### src/verilog/nbp_pkg.sv
package nbp_pkg;
   // Widths and depths.
   localparam int ADDR_W = 25;
   localparam int DQ_W = 16;
   localparam int PADDR_W = 8;
   localparam int PWD_DEPTH = 8;
   // Register offsets.
   localparam logic [7:0] OFF_CTRL = 8'h00;
   localparam logic [7:0] OFF_ADDR = 8'h04;
   localparam logic [7:0] OFF_DATA = 8'h08;
   localparam logic [7:0] OFF_STATUS = 8'h0C;
   localparam logic [7:0] OFF_RDATA = 8'h10;
   localparam logic [7:0] OFF_PWD = 8'h20;
   localparam logic [7:0] OFF_PWD_END = 8'h3C;
   // Field positions.
   localparam int CTRL_CMD_LSB = 0;
   localparam int CTRL_WORD_BIT = 4;
   localparam int CTRL_GO_BIT = 8;
   localparam int ST_BUSY_BIT = 0;
   localparam int ST_DONE_BIT = 1;
   localparam int ST_ERR_BIT = 2;
   localparam int ST_PROT_BIT = 3;
   // Reset values.
   localparam logic [31:0] RST_REG = 32'h0000_0000;
   localparam logic [3:0] RST_CMD = 4'h0;
   // Flash addresses and data codes.
   localparam logic [ADDR_W-1:0] A_BYTE_U1 = 25'h000_0AAA;
   localparam logic [ADDR_W-1:0] A_BYTE_U2 = 25'h000_0555;
   localparam logic [ADDR_W-1:0] A_WORD_U1 = 25'h000_0555;
   localparam logic [ADDR_W-1:0] A_WORD_U2 = 25'h000_02AA;
   localparam logic [7:0] D_UNLOCK1 = 8'hAA;
   localparam logic [7:0] D_UNLOCK2 = 8'h55;
   localparam logic [7:0] CODE_LOCK = 8'h40;
   localparam logic [7:0] CODE_PWD = 8'h60;
   localparam logic [7:0] CODE_NV = 8'hC0;
   localparam logic [7:0] CODE_LKB = 8'h50;
   localparam logic [7:0] CODE_VOL = 8'hE0;
   localparam logic [7:0] CODE_EXT = 8'h88;
   localparam logic [7:0] D_EXIT1 = 8'h90;
   localparam logic [7:0] D_EXIT2 = 8'h00;
   localparam logic [7:0] D_PROG = 8'hA0;
   localparam logic [7:0] D_CLR1 = 8'h80;
   localparam logic [7:0] D_CLR2 = 8'h30;
   localparam logic [7:0] D_PW1 = 8'h25;
   localparam logic [7:0] D_PW2 = 8'h03;
   localparam logic [7:0] D_PW3 = 8'h29;
   localparam logic [7:0] D_PROT = 8'h00;
   // Timing.
   localparam int CLK_MHZ = 10;
   localparam int SPACE_NS = 1000;
   localparam int SPACE_CYC = (SPACE_NS * CLK_MHZ + 999) / 1000;
   localparam int ACC_NS = 80;
   localparam int ACC_CYC = (ACC_NS * CLK_MHZ + 999) / 1000;
   localparam int WP_NS = 50;
   localparam int WP_CYC = (WP_NS * CLK_MHZ + 999) / 1000;
   localparam int SYNC_STAGES = 2;
   typedef enum logic [3:0] {
      CMD_ENTER_LOCK, CMD_ENTER_PWD, CMD_ENTER_NV, CMD_ENTER_LKB,
      CMD_ENTER_VOL, CMD_ENTER_EXT, CMD_EXIT_PROT, CMD_EXIT_EXT,
      CMD_PROGRAM, CMD_READ, CMD_CLEAR_NV, CMD_UNLOCK
   } nbp_cmd_t;
   typedef struct packed {
      logic last;
      logic rd;
      logic [ADDR_W-1:0] addr;
      logic [DQ_W-1:0] data;
   } nbp_step_t;
endpackage : nbp_pkg

### src/verilog/nbp_cyc_if.sv
`timescale 1ns/1ps
interface nbp_cyc_if;
   logic req;
   logic rd;
   logic [nbp_pkg::ADDR_W-1:0] addr;
   logic [nbp_pkg::DQ_W-1:0] wdata;
   logic ack;
   logic [nbp_pkg::DQ_W-1:0] rdata;
   modport ctl (output req, rd, addr, wdata, input ack, rdata);
   modport eng (input req, rd, addr, wdata, output ack, rdata);
endinterface : nbp_cyc_if

### src/verilog/nbp_pwd_mem.sv
`timescale 1ns/1ps
module nbp_pwd_mem #(
   parameter int DEPTH = 8,
   parameter int WIDTH = 16,
   parameter int AW = $clog2(DEPTH)
) (
   // Clock, reset and enable
   input wire logic sys_clk_in,
   input wire logic sys_rst_in,
   input wire logic ce_in,
   // Write port
   input wire logic wr_en_in,
   input wire logic [AW-1:0] waddr_in,
   input wire logic [WIDTH-1:0] wdata_in,
   // Read port
   input wire logic [AW-1:0] raddr_in,
   output logic [WIDTH-1:0] rdata_out
);
   logic [WIDTH-1:0] mem [DEPTH];
   logic [WIDTH-1:0] next_rdata;
   always_comb begin
      next_rdata = mem[raddr_in];
   end
   always_ff @(posedge sys_clk_in) begin
      if (ce_in && wr_en_in) begin
         mem[waddr_in] <= wdata_in;
      end
   end
   always_ff @(posedge sys_clk_in or posedge sys_rst_in) begin
      if (sys_rst_in) begin
         rdata_out <= '0;
      end else if (ce_in) begin
         rdata_out <= next_rdata;
      end
   end
endmodule : nbp_pwd_mem

### src/verilog/nbp_cycle.sv
`timescale 1ns/1ps
module nbp_cycle (
   // Clock, reset and enable
   input wire logic sys_clk_in,
   input wire logic sys_rst_in,
   input wire logic ce_in,
   // Cycle requests
   nbp_cyc_if.eng cyc,
   // Flash pins
   output logic ce_n_out,
   output logic oe_n_out,
   output logic we_n_out,
   output logic [nbp_pkg::ADDR_W-1:0] addr_out,
   output logic [nbp_pkg::DQ_W-1:0] dq_out,
   output logic dq_oe_out,
   input wire logic [nbp_pkg::DQ_W-1:0] dq_in
);
   localparam logic [2:0] RD_LIM =
      3'(nbp_pkg::ACC_CYC + nbp_pkg::SYNC_STAGES - 1);
   localparam logic [2:0] WR_LIM = 3'(nbp_pkg::WP_CYC - 1);
   typedef enum logic [1:0] {C_IDLE, C_SETUP, C_STROBE, C_RECOVER} nbp_cst_t;
   nbp_cst_t state, next_state;
   logic [2:0] cnt, next_cnt;
   logic rd, next_rd, ack, next_ack;
   logic next_ce_n, next_oe_n, next_we_n, next_dq_oe;
   logic [nbp_pkg::ADDR_W-1:0] next_addr;
   logic [nbp_pkg::DQ_W-1:0] next_dq, rdata, next_rdata, dq_s1, dq_s2;
   assign cyc.ack = ack;
   assign cyc.rdata = rdata;
   always_ff @(posedge sys_clk_in or posedge sys_rst_in) begin
      if (sys_rst_in) begin
         dq_s1 <= '0;
         dq_s2 <= '0;
      end else if (ce_in) begin
         dq_s1 <= dq_in;
         dq_s2 <= dq_s1;
      end
   end
   always_comb begin
      next_state = state;
      next_cnt = cnt;
      next_rd = rd;
      next_ack = 1'b0;
      next_ce_n = ce_n_out;
      next_oe_n = oe_n_out;
      next_we_n = we_n_out;
      next_dq_oe = dq_oe_out;
      next_addr = addr_out;
      next_dq = dq_out;
      next_rdata = rdata;
      case (state)
         C_IDLE: begin
            next_dq_oe = 1'b0;
            if (cyc.req) begin
               next_addr = cyc.addr;
               next_dq = cyc.wdata;
               next_rd = cyc.rd;
               next_dq_oe = !cyc.rd;
               next_ce_n = 1'b0;
               next_state = C_SETUP;
            end
         end
         C_SETUP: begin
            next_cnt = 3'd0;
            next_oe_n = !rd;
            next_we_n = rd;
            next_state = C_STROBE;
         end
         C_STROBE: begin
            if (cnt == (rd ? RD_LIM : WR_LIM)) begin
               next_oe_n = 1'b1;
               next_we_n = 1'b1;
               if (rd) begin
                  next_rdata = dq_s2;
               end
               next_state = C_RECOVER;
            end else begin
               next_cnt = cnt + 3'd1;
            end
         end
         default: begin
            next_ce_n = 1'b1;
            next_ack = 1'b1;
            next_state = C_IDLE;
         end
      endcase
   end
   always_ff @(posedge sys_clk_in or posedge sys_rst_in) begin
      if (sys_rst_in) begin
         state <= C_IDLE;
         cnt <= 3'd0;
         rd <= 1'b0;
         ack <= 1'b0;
         ce_n_out <= 1'b1;
         oe_n_out <= 1'b1;
         we_n_out <= 1'b1;
         dq_oe_out <= 1'b0;
         addr_out <= '0;
         dq_out <= '0;
         rdata <= '0;
      end else if (ce_in) begin
         state <= next_state;
         cnt <= next_cnt;
         rd <= next_rd;
         ack <= next_ack;
         ce_n_out <= next_ce_n;
         oe_n_out <= next_oe_n;
         we_n_out <= next_we_n;
         dq_oe_out <= next_dq_oe;
         addr_out <= next_addr;
         dq_out <= next_dq;
         rdata <= next_rdata;
      end
   end
endmodule : nbp_cycle

### src/verilog/nbp_host_top.sv
`timescale 1ns/1ps
module nbp_host_top (
   // Clock, reset and enable
   input wire logic sys_clk_in,
   input wire logic sys_rst_in,
   input wire logic ce_in,
   // APB slave
   input wire logic psel_in,
   input wire logic penable_in,
   input wire logic pwrite_in,
   input wire logic [nbp_pkg::PADDR_W-1:0] paddr_in,
   input wire logic [31:0] pwdata_in,
   output logic [31:0] prdata_out,
   output logic pready_out,
   output logic pslverr_out,
   // Flash pins
   output logic flash_ce_n_out,
   output logic flash_oe_n_out,
   output logic flash_we_n_out,
   output logic flash_byte_n_out,
   output logic [nbp_pkg::ADDR_W-1:0] flash_addr_out,
   output logic [nbp_pkg::DQ_W-1:0] flash_dq_out,
   output logic flash_dq_oe_out,
   input wire logic [nbp_pkg::DQ_W-1:0] flash_dq_in
);
   localparam int SPACE_W = $clog2(nbp_pkg::SPACE_CYC + 1);
   localparam logic [SPACE_W-1:0] SPACE_LOAD = SPACE_W'(nbp_pkg::SPACE_CYC);
   localparam int PW_AW = $clog2(nbp_pkg::PWD_DEPTH);
   localparam int AW = nbp_pkg::ADDR_W;
   localparam int DW = nbp_pkg::DQ_W;

   typedef enum logic [1:0] {S_IDLE, S_PREP, S_LOAD, S_WAIT} nbp_seq_t;

   nbp_cyc_if cyc ();

   // APB group.
   logic [31:0] next_prdata;
   logic next_pready, next_pslverr;
   // Core group.
   nbp_seq_t state, next_state;
   nbp_pkg::nbp_cmd_t cmd, next_cmd;
   logic [3:0] step, next_step;
   logic [SPACE_W-1:0] space_cnt, next_space_cnt;
   logic next_byte_n;
   logic [AW-1:0] tgt_addr, next_tgt_addr;
   logic [DW-1:0] wr_data, next_wr_data, rd_data, next_rd_data;
   logic done, next_done, err, next_err, prot, next_prot;
   logic req, next_req, req_rd, next_req_rd;
   logic [AW-1:0] req_addr, next_req_addr;
   logic [DW-1:0] req_data, next_req_data;
   // Decode helpers.
   logic wr_fire, go, busy, pw_wr;
   logic [DW-1:0] pw_rdata;
   logic [PW_AW-1:0] pw_raddr;
   nbp_pkg::nbp_cmd_t new_cmd;
   nbp_pkg::nbp_step_t cur;

   function automatic logic is_pwd(input logic [nbp_pkg::PADDR_W-1:0] a);
      is_pwd = (a >= nbp_pkg::OFF_PWD) && (a <= nbp_pkg::OFF_PWD_END) &&
               (a[1:0] == 2'b00);
   endfunction : is_pwd

   function automatic logic [7:0] set_code(input nbp_pkg::nbp_cmd_t c);
      case (c)
         nbp_pkg::CMD_ENTER_LOCK: set_code = nbp_pkg::CODE_LOCK;
         nbp_pkg::CMD_ENTER_PWD: set_code = nbp_pkg::CODE_PWD;
         nbp_pkg::CMD_ENTER_NV: set_code = nbp_pkg::CODE_NV;
         nbp_pkg::CMD_ENTER_LKB: set_code = nbp_pkg::CODE_LKB;
         nbp_pkg::CMD_ENTER_VOL: set_code = nbp_pkg::CODE_VOL;
         nbp_pkg::CMD_ENTER_EXT: set_code = nbp_pkg::CODE_EXT;
         default: set_code = nbp_pkg::D_EXIT1;
      endcase
   endfunction : set_code

   // Builds bus cycle s of command c.
   function automatic nbp_pkg::nbp_step_t step_fn(
      input nbp_pkg::nbp_cmd_t c,
      input logic [3:0] s,
      input logic w,
      input logic [AW-1:0] a,
      input logic [DW-1:0] d,
      input logic [DW-1:0] pw
   );
      nbp_pkg::nbp_step_t r;
      logic [AW-1:0] u1;
      logic [AW-1:0] u2;
      logic [3:0] npw;
      logic [DW-1:0] dm;
      logic [DW-1:0] pm;
      r = '0;
      u1 = w ? nbp_pkg::A_WORD_U1 : nbp_pkg::A_BYTE_U1;
      u2 = w ? nbp_pkg::A_WORD_U2 : nbp_pkg::A_BYTE_U2;
      npw = w ? 4'd4 : 4'd8;
      dm = w ? d : {8'h00, d[7:0]};
      pm = w ? pw : {8'h00, pw[7:0]};
      case (c)
         nbp_pkg::CMD_EXIT_PROT: begin
            r.data = {8'h00, (s == 4'd0) ? nbp_pkg::D_EXIT1
                                          : nbp_pkg::D_EXIT2};
            r.last = (s != 4'd0);
         end
         nbp_pkg::CMD_PROGRAM: begin
            // Second cycle carries target address and data.
            r.addr = (s == 4'd0) ? '0 : a;
            r.data = (s == 4'd0) ? {8'h00, nbp_pkg::D_PROG}
                                 : dm;
            r.last = (s != 4'd0);
         end
         nbp_pkg::CMD_CLEAR_NV: begin
            r.data = {8'h00, (s == 4'd0) ? nbp_pkg::D_CLR1
                                          : nbp_pkg::D_CLR2};
            r.last = (s != 4'd0);
         end
         nbp_pkg::CMD_READ: begin
            // A plain read at the given address, no command code.
            r.rd = 1'b1;
            r.addr = a;
            r.last = 1'b1;
         end
         nbp_pkg::CMD_UNLOCK: begin
            if (s == 4'd0) begin
               r.data = {8'h00, nbp_pkg::D_PW1};
            end else if (s == 4'd1) begin
               r.data = {8'h00, nbp_pkg::D_PW2};
            end else if (s < npw + 4'd2) begin
               r.addr = {{(AW - 4){1'b0}}, s - 4'd2};
               r.data = pm;
            end else begin
               r.data = {8'h00, nbp_pkg::D_PW3};
               r.last = 1'b1;
            end
         end
         default: begin
            // Entry sequences and the extended block exit.
            r.addr = (s == 4'd1) ? u2 : u1;
            if (s == 4'd0) begin
               r.data = {8'h00, nbp_pkg::D_UNLOCK1};
            end else if (s == 4'd1) begin
               r.data = {8'h00, nbp_pkg::D_UNLOCK2};
            end else if (s == 4'd2) begin
               r.data = {8'h00, set_code(c)};
               r.last = (c != nbp_pkg::CMD_EXIT_EXT);
            end else begin
               r.addr = '0;
               r.data = {8'h00, nbp_pkg::D_EXIT2};
               r.last = 1'b1;
            end
         end
      endcase
      return r;
   endfunction : step_fn

   assign cyc.req = req;
   assign cyc.rd = req_rd;
   assign cyc.addr = req_addr;
   assign cyc.wdata = req_data;

   assign busy = (state != S_IDLE);
   assign wr_fire = psel_in && penable_in && pwrite_in && pready_out &&
                    !pslverr_out;
   assign go = wr_fire && (paddr_in == nbp_pkg::OFF_CTRL) &&
               pwdata_in[nbp_pkg::CTRL_GO_BIT];
   assign new_cmd = nbp_pkg::nbp_cmd_t'(pwdata_in[nbp_pkg::CTRL_CMD_LSB +: 4]);
   assign pw_wr = wr_fire && is_pwd(paddr_in) && !busy;
   assign pw_raddr = PW_AW'(step - 4'd2);
   assign cur = step_fn(cmd, step, !flash_byte_n_out, tgt_addr, wr_data,
                        pw_rdata);

   nbp_pwd_mem #(
      .DEPTH(nbp_pkg::PWD_DEPTH),
      .WIDTH(DW)
   ) u_pwd (
      .sys_clk_in(sys_clk_in),
      .sys_rst_in(sys_rst_in),
      .ce_in(ce_in),
      .wr_en_in(pw_wr),
      .waddr_in(paddr_in[PW_AW+1:2]),
      .wdata_in(pwdata_in[DW-1:0]),
      .raddr_in(pw_raddr),
      .rdata_out(pw_rdata)
   );

   nbp_cycle u_cycle (
      .sys_clk_in(sys_clk_in),
      .sys_rst_in(sys_rst_in),
      .ce_in(ce_in),
      .cyc(cyc.eng),
      .ce_n_out(flash_ce_n_out),
      .oe_n_out(flash_oe_n_out),
      .we_n_out(flash_we_n_out),
      .addr_out(flash_addr_out),
      .dq_out(flash_dq_out),
      .dq_oe_out(flash_dq_oe_out),
      .dq_in(flash_dq_in)
   );

   // APB slave with one wait state.
   always_comb begin
      next_pready = 1'b0;
      next_pslverr = 1'b0;
      next_prdata = prdata_out;
      if (psel_in && penable_in && !pready_out) begin
         next_pready = 1'b1;
         next_prdata = nbp_pkg::RST_REG;
         if (paddr_in == nbp_pkg::OFF_CTRL) begin
            next_prdata[nbp_pkg::CTRL_CMD_LSB +: 4] = cmd;
            next_prdata[nbp_pkg::CTRL_WORD_BIT] = !flash_byte_n_out;
         end else if (paddr_in == nbp_pkg::OFF_ADDR) begin
            next_prdata[AW-1:0] = tgt_addr;
         end else if (paddr_in == nbp_pkg::OFF_DATA) begin
            next_prdata[DW-1:0] = wr_data;
         end else if (paddr_in == nbp_pkg::OFF_STATUS) begin
            next_prdata[nbp_pkg::ST_BUSY_BIT] = busy;
            next_prdata[nbp_pkg::ST_DONE_BIT] = done;
            next_prdata[nbp_pkg::ST_ERR_BIT] = err;
            next_prdata[nbp_pkg::ST_PROT_BIT] = prot;
         end else if (paddr_in == nbp_pkg::OFF_RDATA) begin
            next_prdata[DW-1:0] = rd_data;
         end else if (is_pwd(paddr_in)) begin
            next_prdata = nbp_pkg::RST_REG;
         end else begin
            next_pslverr = 1'b1;
         end
      end
   end

   always_ff @(posedge sys_clk_in or posedge sys_rst_in) begin
      if (sys_rst_in) begin
         prdata_out <= nbp_pkg::RST_REG;
         pready_out <= 1'b0;
         pslverr_out <= 1'b0;
      end else if (ce_in) begin
         prdata_out <= next_prdata;
         pready_out <= next_pready;
         pslverr_out <= next_pslverr;
      end
   end

   // Register writes and the command sequencer.
   always_comb begin
      next_state = state;
      next_cmd = cmd;
      next_step = step;
      next_space_cnt = space_cnt;
      next_byte_n = flash_byte_n_out;
      next_tgt_addr = tgt_addr;
      next_wr_data = wr_data;
      next_rd_data = rd_data;
      next_done = done;
      next_err = err;
      next_prot = prot;
      next_req = 1'b0;
      next_req_rd = req_rd;
      next_req_addr = req_addr;
      next_req_data = req_data;
      if (space_cnt != '0) begin
         next_space_cnt = space_cnt - 1'b1;
      end
      if (wr_fire && (paddr_in == nbp_pkg::OFF_STATUS)) begin
         if (pwdata_in[nbp_pkg::ST_DONE_BIT]) begin
            next_done = 1'b0;
         end
         if (pwdata_in[nbp_pkg::ST_ERR_BIT]) begin
            next_err = 1'b0;
         end
      end
      if (wr_fire && !busy) begin
         if (paddr_in == nbp_pkg::OFF_ADDR) begin
            next_tgt_addr = pwdata_in[AW-1:0];
         end else if (paddr_in == nbp_pkg::OFF_DATA) begin
            next_wr_data = pwdata_in[DW-1:0];
         end
      end
      if (go) begin
         if (busy || (pwdata_in[nbp_pkg::CTRL_CMD_LSB +: 4] >
                      4'(nbp_pkg::CMD_UNLOCK))) begin
            next_err = 1'b1;
         end else if ((new_cmd == nbp_pkg::CMD_UNLOCK) &&
                      (space_cnt != '0)) begin
            next_err = 1'b1;
         end else begin
            next_cmd = new_cmd;
            next_byte_n = !pwdata_in[nbp_pkg::CTRL_WORD_BIT];
            next_step = 4'd0;
            next_state = S_PREP;
         end
      end
      case (state)
         S_PREP: begin
            next_state = S_LOAD;
         end
         S_LOAD: begin
            next_req = 1'b1;
            next_req_rd = cur.rd;
            next_req_addr = cur.addr;
            next_req_data = cur.data;
            next_state = S_WAIT;
         end
         S_WAIT: begin
            if (cyc.ack) begin
               if (req_rd) begin
                  next_rd_data = cyc.rdata;
                  next_prot = (cyc.rdata[7:0] == nbp_pkg::D_PROT);
               end
               if (cur.last) begin
                  next_done = 1'b1;
                  next_state = S_IDLE;
                  if (cmd == nbp_pkg::CMD_UNLOCK) begin
                     next_space_cnt = SPACE_LOAD;
                  end
               end else begin
                  next_step = step + 4'd1;
                  next_state = S_PREP;
               end
            end
         end
         default: begin
         end
      endcase
   end

   always_ff @(posedge sys_clk_in or posedge sys_rst_in) begin
      if (sys_rst_in) begin
         state <= S_IDLE;
         cmd <= nbp_pkg::nbp_cmd_t'(nbp_pkg::RST_CMD);
         step <= 4'd0;
         space_cnt <= '0;
         flash_byte_n_out <= 1'b1;
         tgt_addr <= '0;
         wr_data <= '0;
         rd_data <= '0;
         done <= 1'b0;
         err <= 1'b0;
         prot <= 1'b0;
         req <= 1'b0;
         req_rd <= 1'b0;
         req_addr <= '0;
         req_data <= '0;
      end else if (ce_in) begin
         state <= next_state;
         cmd <= next_cmd;
         step <= next_step;
         space_cnt <= next_space_cnt;
         flash_byte_n_out <= next_byte_n;
         tgt_addr <= next_tgt_addr;
         wr_data <= next_wr_data;
         rd_data <= next_rd_data;
         done <= next_done;
         err <= next_err;
         prot <= next_prot;
         req <= next_req;
         req_rd <= next_req_rd;
         req_addr <= next_req_addr;
         req_data <= next_req_data;
      end
   end
endmodule : nbp_host_top

### config.mk
export PLATFORM = sky130hd
export DESIGN_NAME = nbp_host_top
export DESIGN_NICKNAME = d
export VERILOG_FILES = /design/src/verilog/nbp_pkg.sv /design/src/verilog/nbp_cyc_if.sv /design/src/verilog/nbp_pwd_mem.sv /design/src/verilog/nbp_cycle.sv /design/src/verilog/nbp_host_top.sv
export SDC_FILE = /design/constraint.sdc
export NUM_CORES = 1
export LEC_CHECK = 0
export BUFFER_PORTS_ARGS = -buffer_cell sky130_fd_sc_hd__buf_2
export CAP_MARGIN = 20
export CORE_AREA = 5 5 179 181
export CTS_CLUSTER_SIZE = 24
export DETAILED_ROUTE_END_ITERATION = 7
export DIE_AREA = 0 0 184 186
export HOLD_SLACK_MARGIN = 0.15
export PLACE_DENSITY = 0.74
export RECOVER_POWER = 25
export SETUP_SLACK_MARGIN = 0.05
export SYNTH_ARGS = -nofsm -noshare
export SYNTH_HDL_FRONTEND = slang
export SYNTH_SLANG_ARGS = --single-unit
### constraint.sdc
create_clock -name sys_clk_in -period 11.97 [get_ports sys_clk_in]
set_input_delay 1.7955 -clock sys_clk_in [delete_from_list [all_inputs] [get_ports sys_clk_in]]
set_output_delay 1.7955 -clock sys_clk_in [all_outputs]
set_load 0.02 [all_outputs]
==> flow_summary_export.csv <==
group,metric,value,unit
hold_path,worst_hold_path.endpoint,"cyc.addr[16]",
timing,slew_headroom,-242,%
detailed_routing,via_per_inst,6.00,
outcome,status,"finished with violations",
timing,setup_tns,0,ps
detailed_routing,drt_iter0_drc,952,
detailed_routing,postRouteAntennaNets,0,
detailed_routing,drt-pass1-iter-count,5,
timing,fmax,186,MHz
worst_setup_path,worstPathCellList,"buf_2, clkinvlp_2",
detailed_routing,m1WireLength,15900,um
synth,syn_avg_cell_area,13.8,um^2
pwr,ir_drop,0.131,mV
placement,dpl_worst_slack,7360,ps
layout,multi_input_area,5610,um^2
job,cap_violations,1,
detailed_routing,post-route-drc-count,0,
detailed_routing,highest_layer,"met5",
worst_setup_path,cp.required,11380,ps
clock_tree,cts_tree,"built",
pwr,switching_share,23.5,%
synth,syn-cell-area,16400,um^2
timing,fin_skew,15.1,ps
global_routing,grt_max_degree,117,
clock_tree,root_buffer,"clkbuf_16",
timing,min_period_over_period,45.0,%
hold_path,hold_path_depth,2,
placement,dpl.hpwl,24700,um
clock_tree,htree_levels,2,
synth,ys_ff_latch,389,
placement,gp_congestion,0.948,
hold_path,hold_start,"cyc.addr[16]",
pwr,p_seq_share,49.5,%
timing,tightest_slew,5100,ps
timing,finalSetupViolations,0,
layout,nNetsFinal,1375,
global_routing,grt_pass1_wl,58900,um
global_routing,grt_usage,22.0,%
global_routing,overflow,0,
floorplan,pin_count,142,
clock_tree,post_cts_resized,0,
floorplan,dieWidth,184,um
synth,syn_inst,1186,
clock_tree,clkLatencyLatePin,530,ps
floorplan,fp.coreArea,30300,um^2
worst_setup_path,reg2reg_to,"cyc.addr[2]",
detailed_routing,dr_wl_met2,18200,um
worst_setup_path,reg2reg_slack,8770,ps
pwr,p_sw,0.703,mW
worst_setup_path,startpoint_type,"primary input",
worst_setup_path,cp-end-kind,"asynchronous set/reset pin",
layout,register_area,10400,um^2
worst_setup_path,crit_fanout,116,
timing,period_minus_slack,5390,ps
synth,synth_edf_count,128,
synth,post-synth-top-count-cell,"dfrtp_1",
worst_setup_path,crit_arrival,4800,ps
timing,slew_viol_final,117,
clock_tree,clk_pin_slew,60,ps
detailed_routing,wl_per_cell,21.8,um
worst_setup_path,max_stage_delay,2790,ps
clock_tree,ctsHoldBuffers,0,
clock_tree,cts_buffer_depth,3,
timing,whs,461,ps
outcome,violations,"capacitance limit, slew limit",
synth,synthArstFlopShare,67.1,%
clock_tree,cts_setup_buffers,0,
detailed_routing,drt_wl_total,37600,um
worst_setup_path,critPathKind,"in -> async",
worst_setup_path,worst-r2r-cell-count,5,
timing,hold_viol,0,
clock_tree,cts.sinks,389,
floorplan,dieArea,34200,um^2
detailed_routing,wl_met3,2730,um
synth,post-synth-top-area-fraction,39.2,%
hold_path,worstHoldPathType,"reg -> reg",
layout,fillers,2283,
pwr,p_leak,8.20,nW
clock_tree,cts_buffers,39,
global_routing,antenna_found_initial,1,
pwr,pwr_density_cell,160,nW/um^2
worst_setup_path,crit_buf_inv,2,
synth,synth_top_area_cell,"dfrtp_1",
synth,ys_seq_area_share,63.3,%
synth,yosys_warnings,0,
layout,drive_gt1_share,30.4,%
synth,synth_top_cells_by_count,"dfrtp_1, edfxtp_1, mux2_2",
floorplan,start_util,54.1,%
detailed_routing,vias,10300,
floorplan,rows,64,
global_routing,grt_pass1_vias,10300,
timing,timing.final.ws_setup,6580,ps
synth,synth.distinct_cells,71,
pwr,intPower,2.29,mW
synth,ys_top_cells_by_area,"dfrtp_1, edfxtp_1, mux2_2, mux4_2, mux2_4",
layout,area_delta_synth_final,14.0,%
floorplan,die_h,186,um
timing,rsz0062_at_grt,"no",
pwr,clockPowerShare,42.1,%
synth,synthFlopType,"dfrtp_1",
worst_setup_path,worst_r2r_startpoint,"step[2]",
worst_setup_path,crit_start,"sys_rst_in",
pwr,p_comb_share,8.4,%
placement,numPortBuffers,127,
worst_setup_path,crit_slowest_cell,"clkinvlp_2",
worst_setup_path,cp_top_family,"buffers and inverters",
## final cells by class
cell class	count	share of cell area (%)
Timing Repair Buffer	142	3.98
Antenna cell	1	0.0134
Inverter	27	0.549
Clock buffer	58	6.42
Clock inverter	12	0.797
Multi-Input combinational cell	699	30.0
Tap cell	396	2.65
Sequential cell	389	55.6
## cell families after synthesis
logic type	Yosys count	synth area share (%)
AO/OA/AOI/OAI	217	9.00
buffers and inverters	104	2.81
AND/OR/NAND/NOR	273	8.02
multiplexers	183	15.5
flip-flops	389	63.3
other	1	0.0229
adder cells (fa/ha/maj)	15	1.15
XOR/XNOR	4	0.214
## layer usage
layer	GRT usage (%)	vias up
li1	-	4627
met1	31.4	5268
met2	35.3	382
met3	4.01	65
met4	6.18	2
met5	0	-
## layout by cell type (no fill, tap or decap), types with 5 or more instances in the layout
master,count
nand3_1,39
edfxtp_1,128
clkbuf_8,11
a21oi_1,28
a22oi_1,21
a211oi_1,5
nor2_1,43
a22o_1,27
buf_2,110
ha_1,15
dfrtp_1,256
nand2_1,115
mux2_2,120
clkbuf_16,41
a31oi_1,23
inv_1,25
nor2_2,7
mux2_4,30
clkbuf_1,23
nor4_1,6
a221oi_1,6
nor3_1,9
nand4_1,5
or2_2,5
o21ai_0,55
conb_1,7
mux4_2,32
buf_4,13
o2bb2ai_1,14
## metrics by stage
| step | total power, mW | instances | utilization (%) | area [um^2] |
|---|---|---|---|---|
| floorplan | 1.67 | 1192 | - | 16400 |
| global placement | 1.74 | 1651 | 57.3 | 17300 |
| detailed placement | 1.76 | 1651 | 57.3 | 17300 |
| CTS | 3.01 | 1721 | 61.7 | 18700 |
| global route | 3.10 | 1723 | 61.7 | 18700 |
| finish | 2.99 | 1724 | 61.7 | 18700 |
## flip-flops by register name, summed over array words and instances, names as in the netlist, 25 cells and up
| name | cells |
|---|---|
| tgt_addr | 25 |
| cyc.addr | 25 |
| u_cycle.addr_out | 25 |
| prdata_out | 25 |
| u_pwd.mem | 128 |
## worst max-delay path by stage
| stage | depth (start not counted) | to |
|---|---|---|
| 6_report | 2 | step[0] |
| 5_1_grt | 2 | step[0] |
| 4_1_cts | 5 | u_pwd.mem[7][3] |
| 3_5_place_dp | 5 | u_pwd.mem[5][8] |
| 3_3_place_gp | 5 | u_pwd.mem[4][14] |
| 2_1_floorplan | 1 | cmd[0] |
## power groups by stage
| stage | clock network, mW | logic (mW) | registers (mW) |
|---|---|---|---|
| 2_1_floorplan | 0 | 0.164 | 1.51 |
| 3_3_place_gp | 0 | 0.243 | 1.50 |
| 3_5_place_dp | 0 | 0.253 | 1.50 |
| 4_1_cts | 1.28 | 0.254 | 1.48 |
| 5_1_grt | 1.34 | 0.280 | 1.49 |
| 6_report | 1.26 | 0.252 | 1.48 |
No activity file was read; power rests on OpenSTA's default activity.
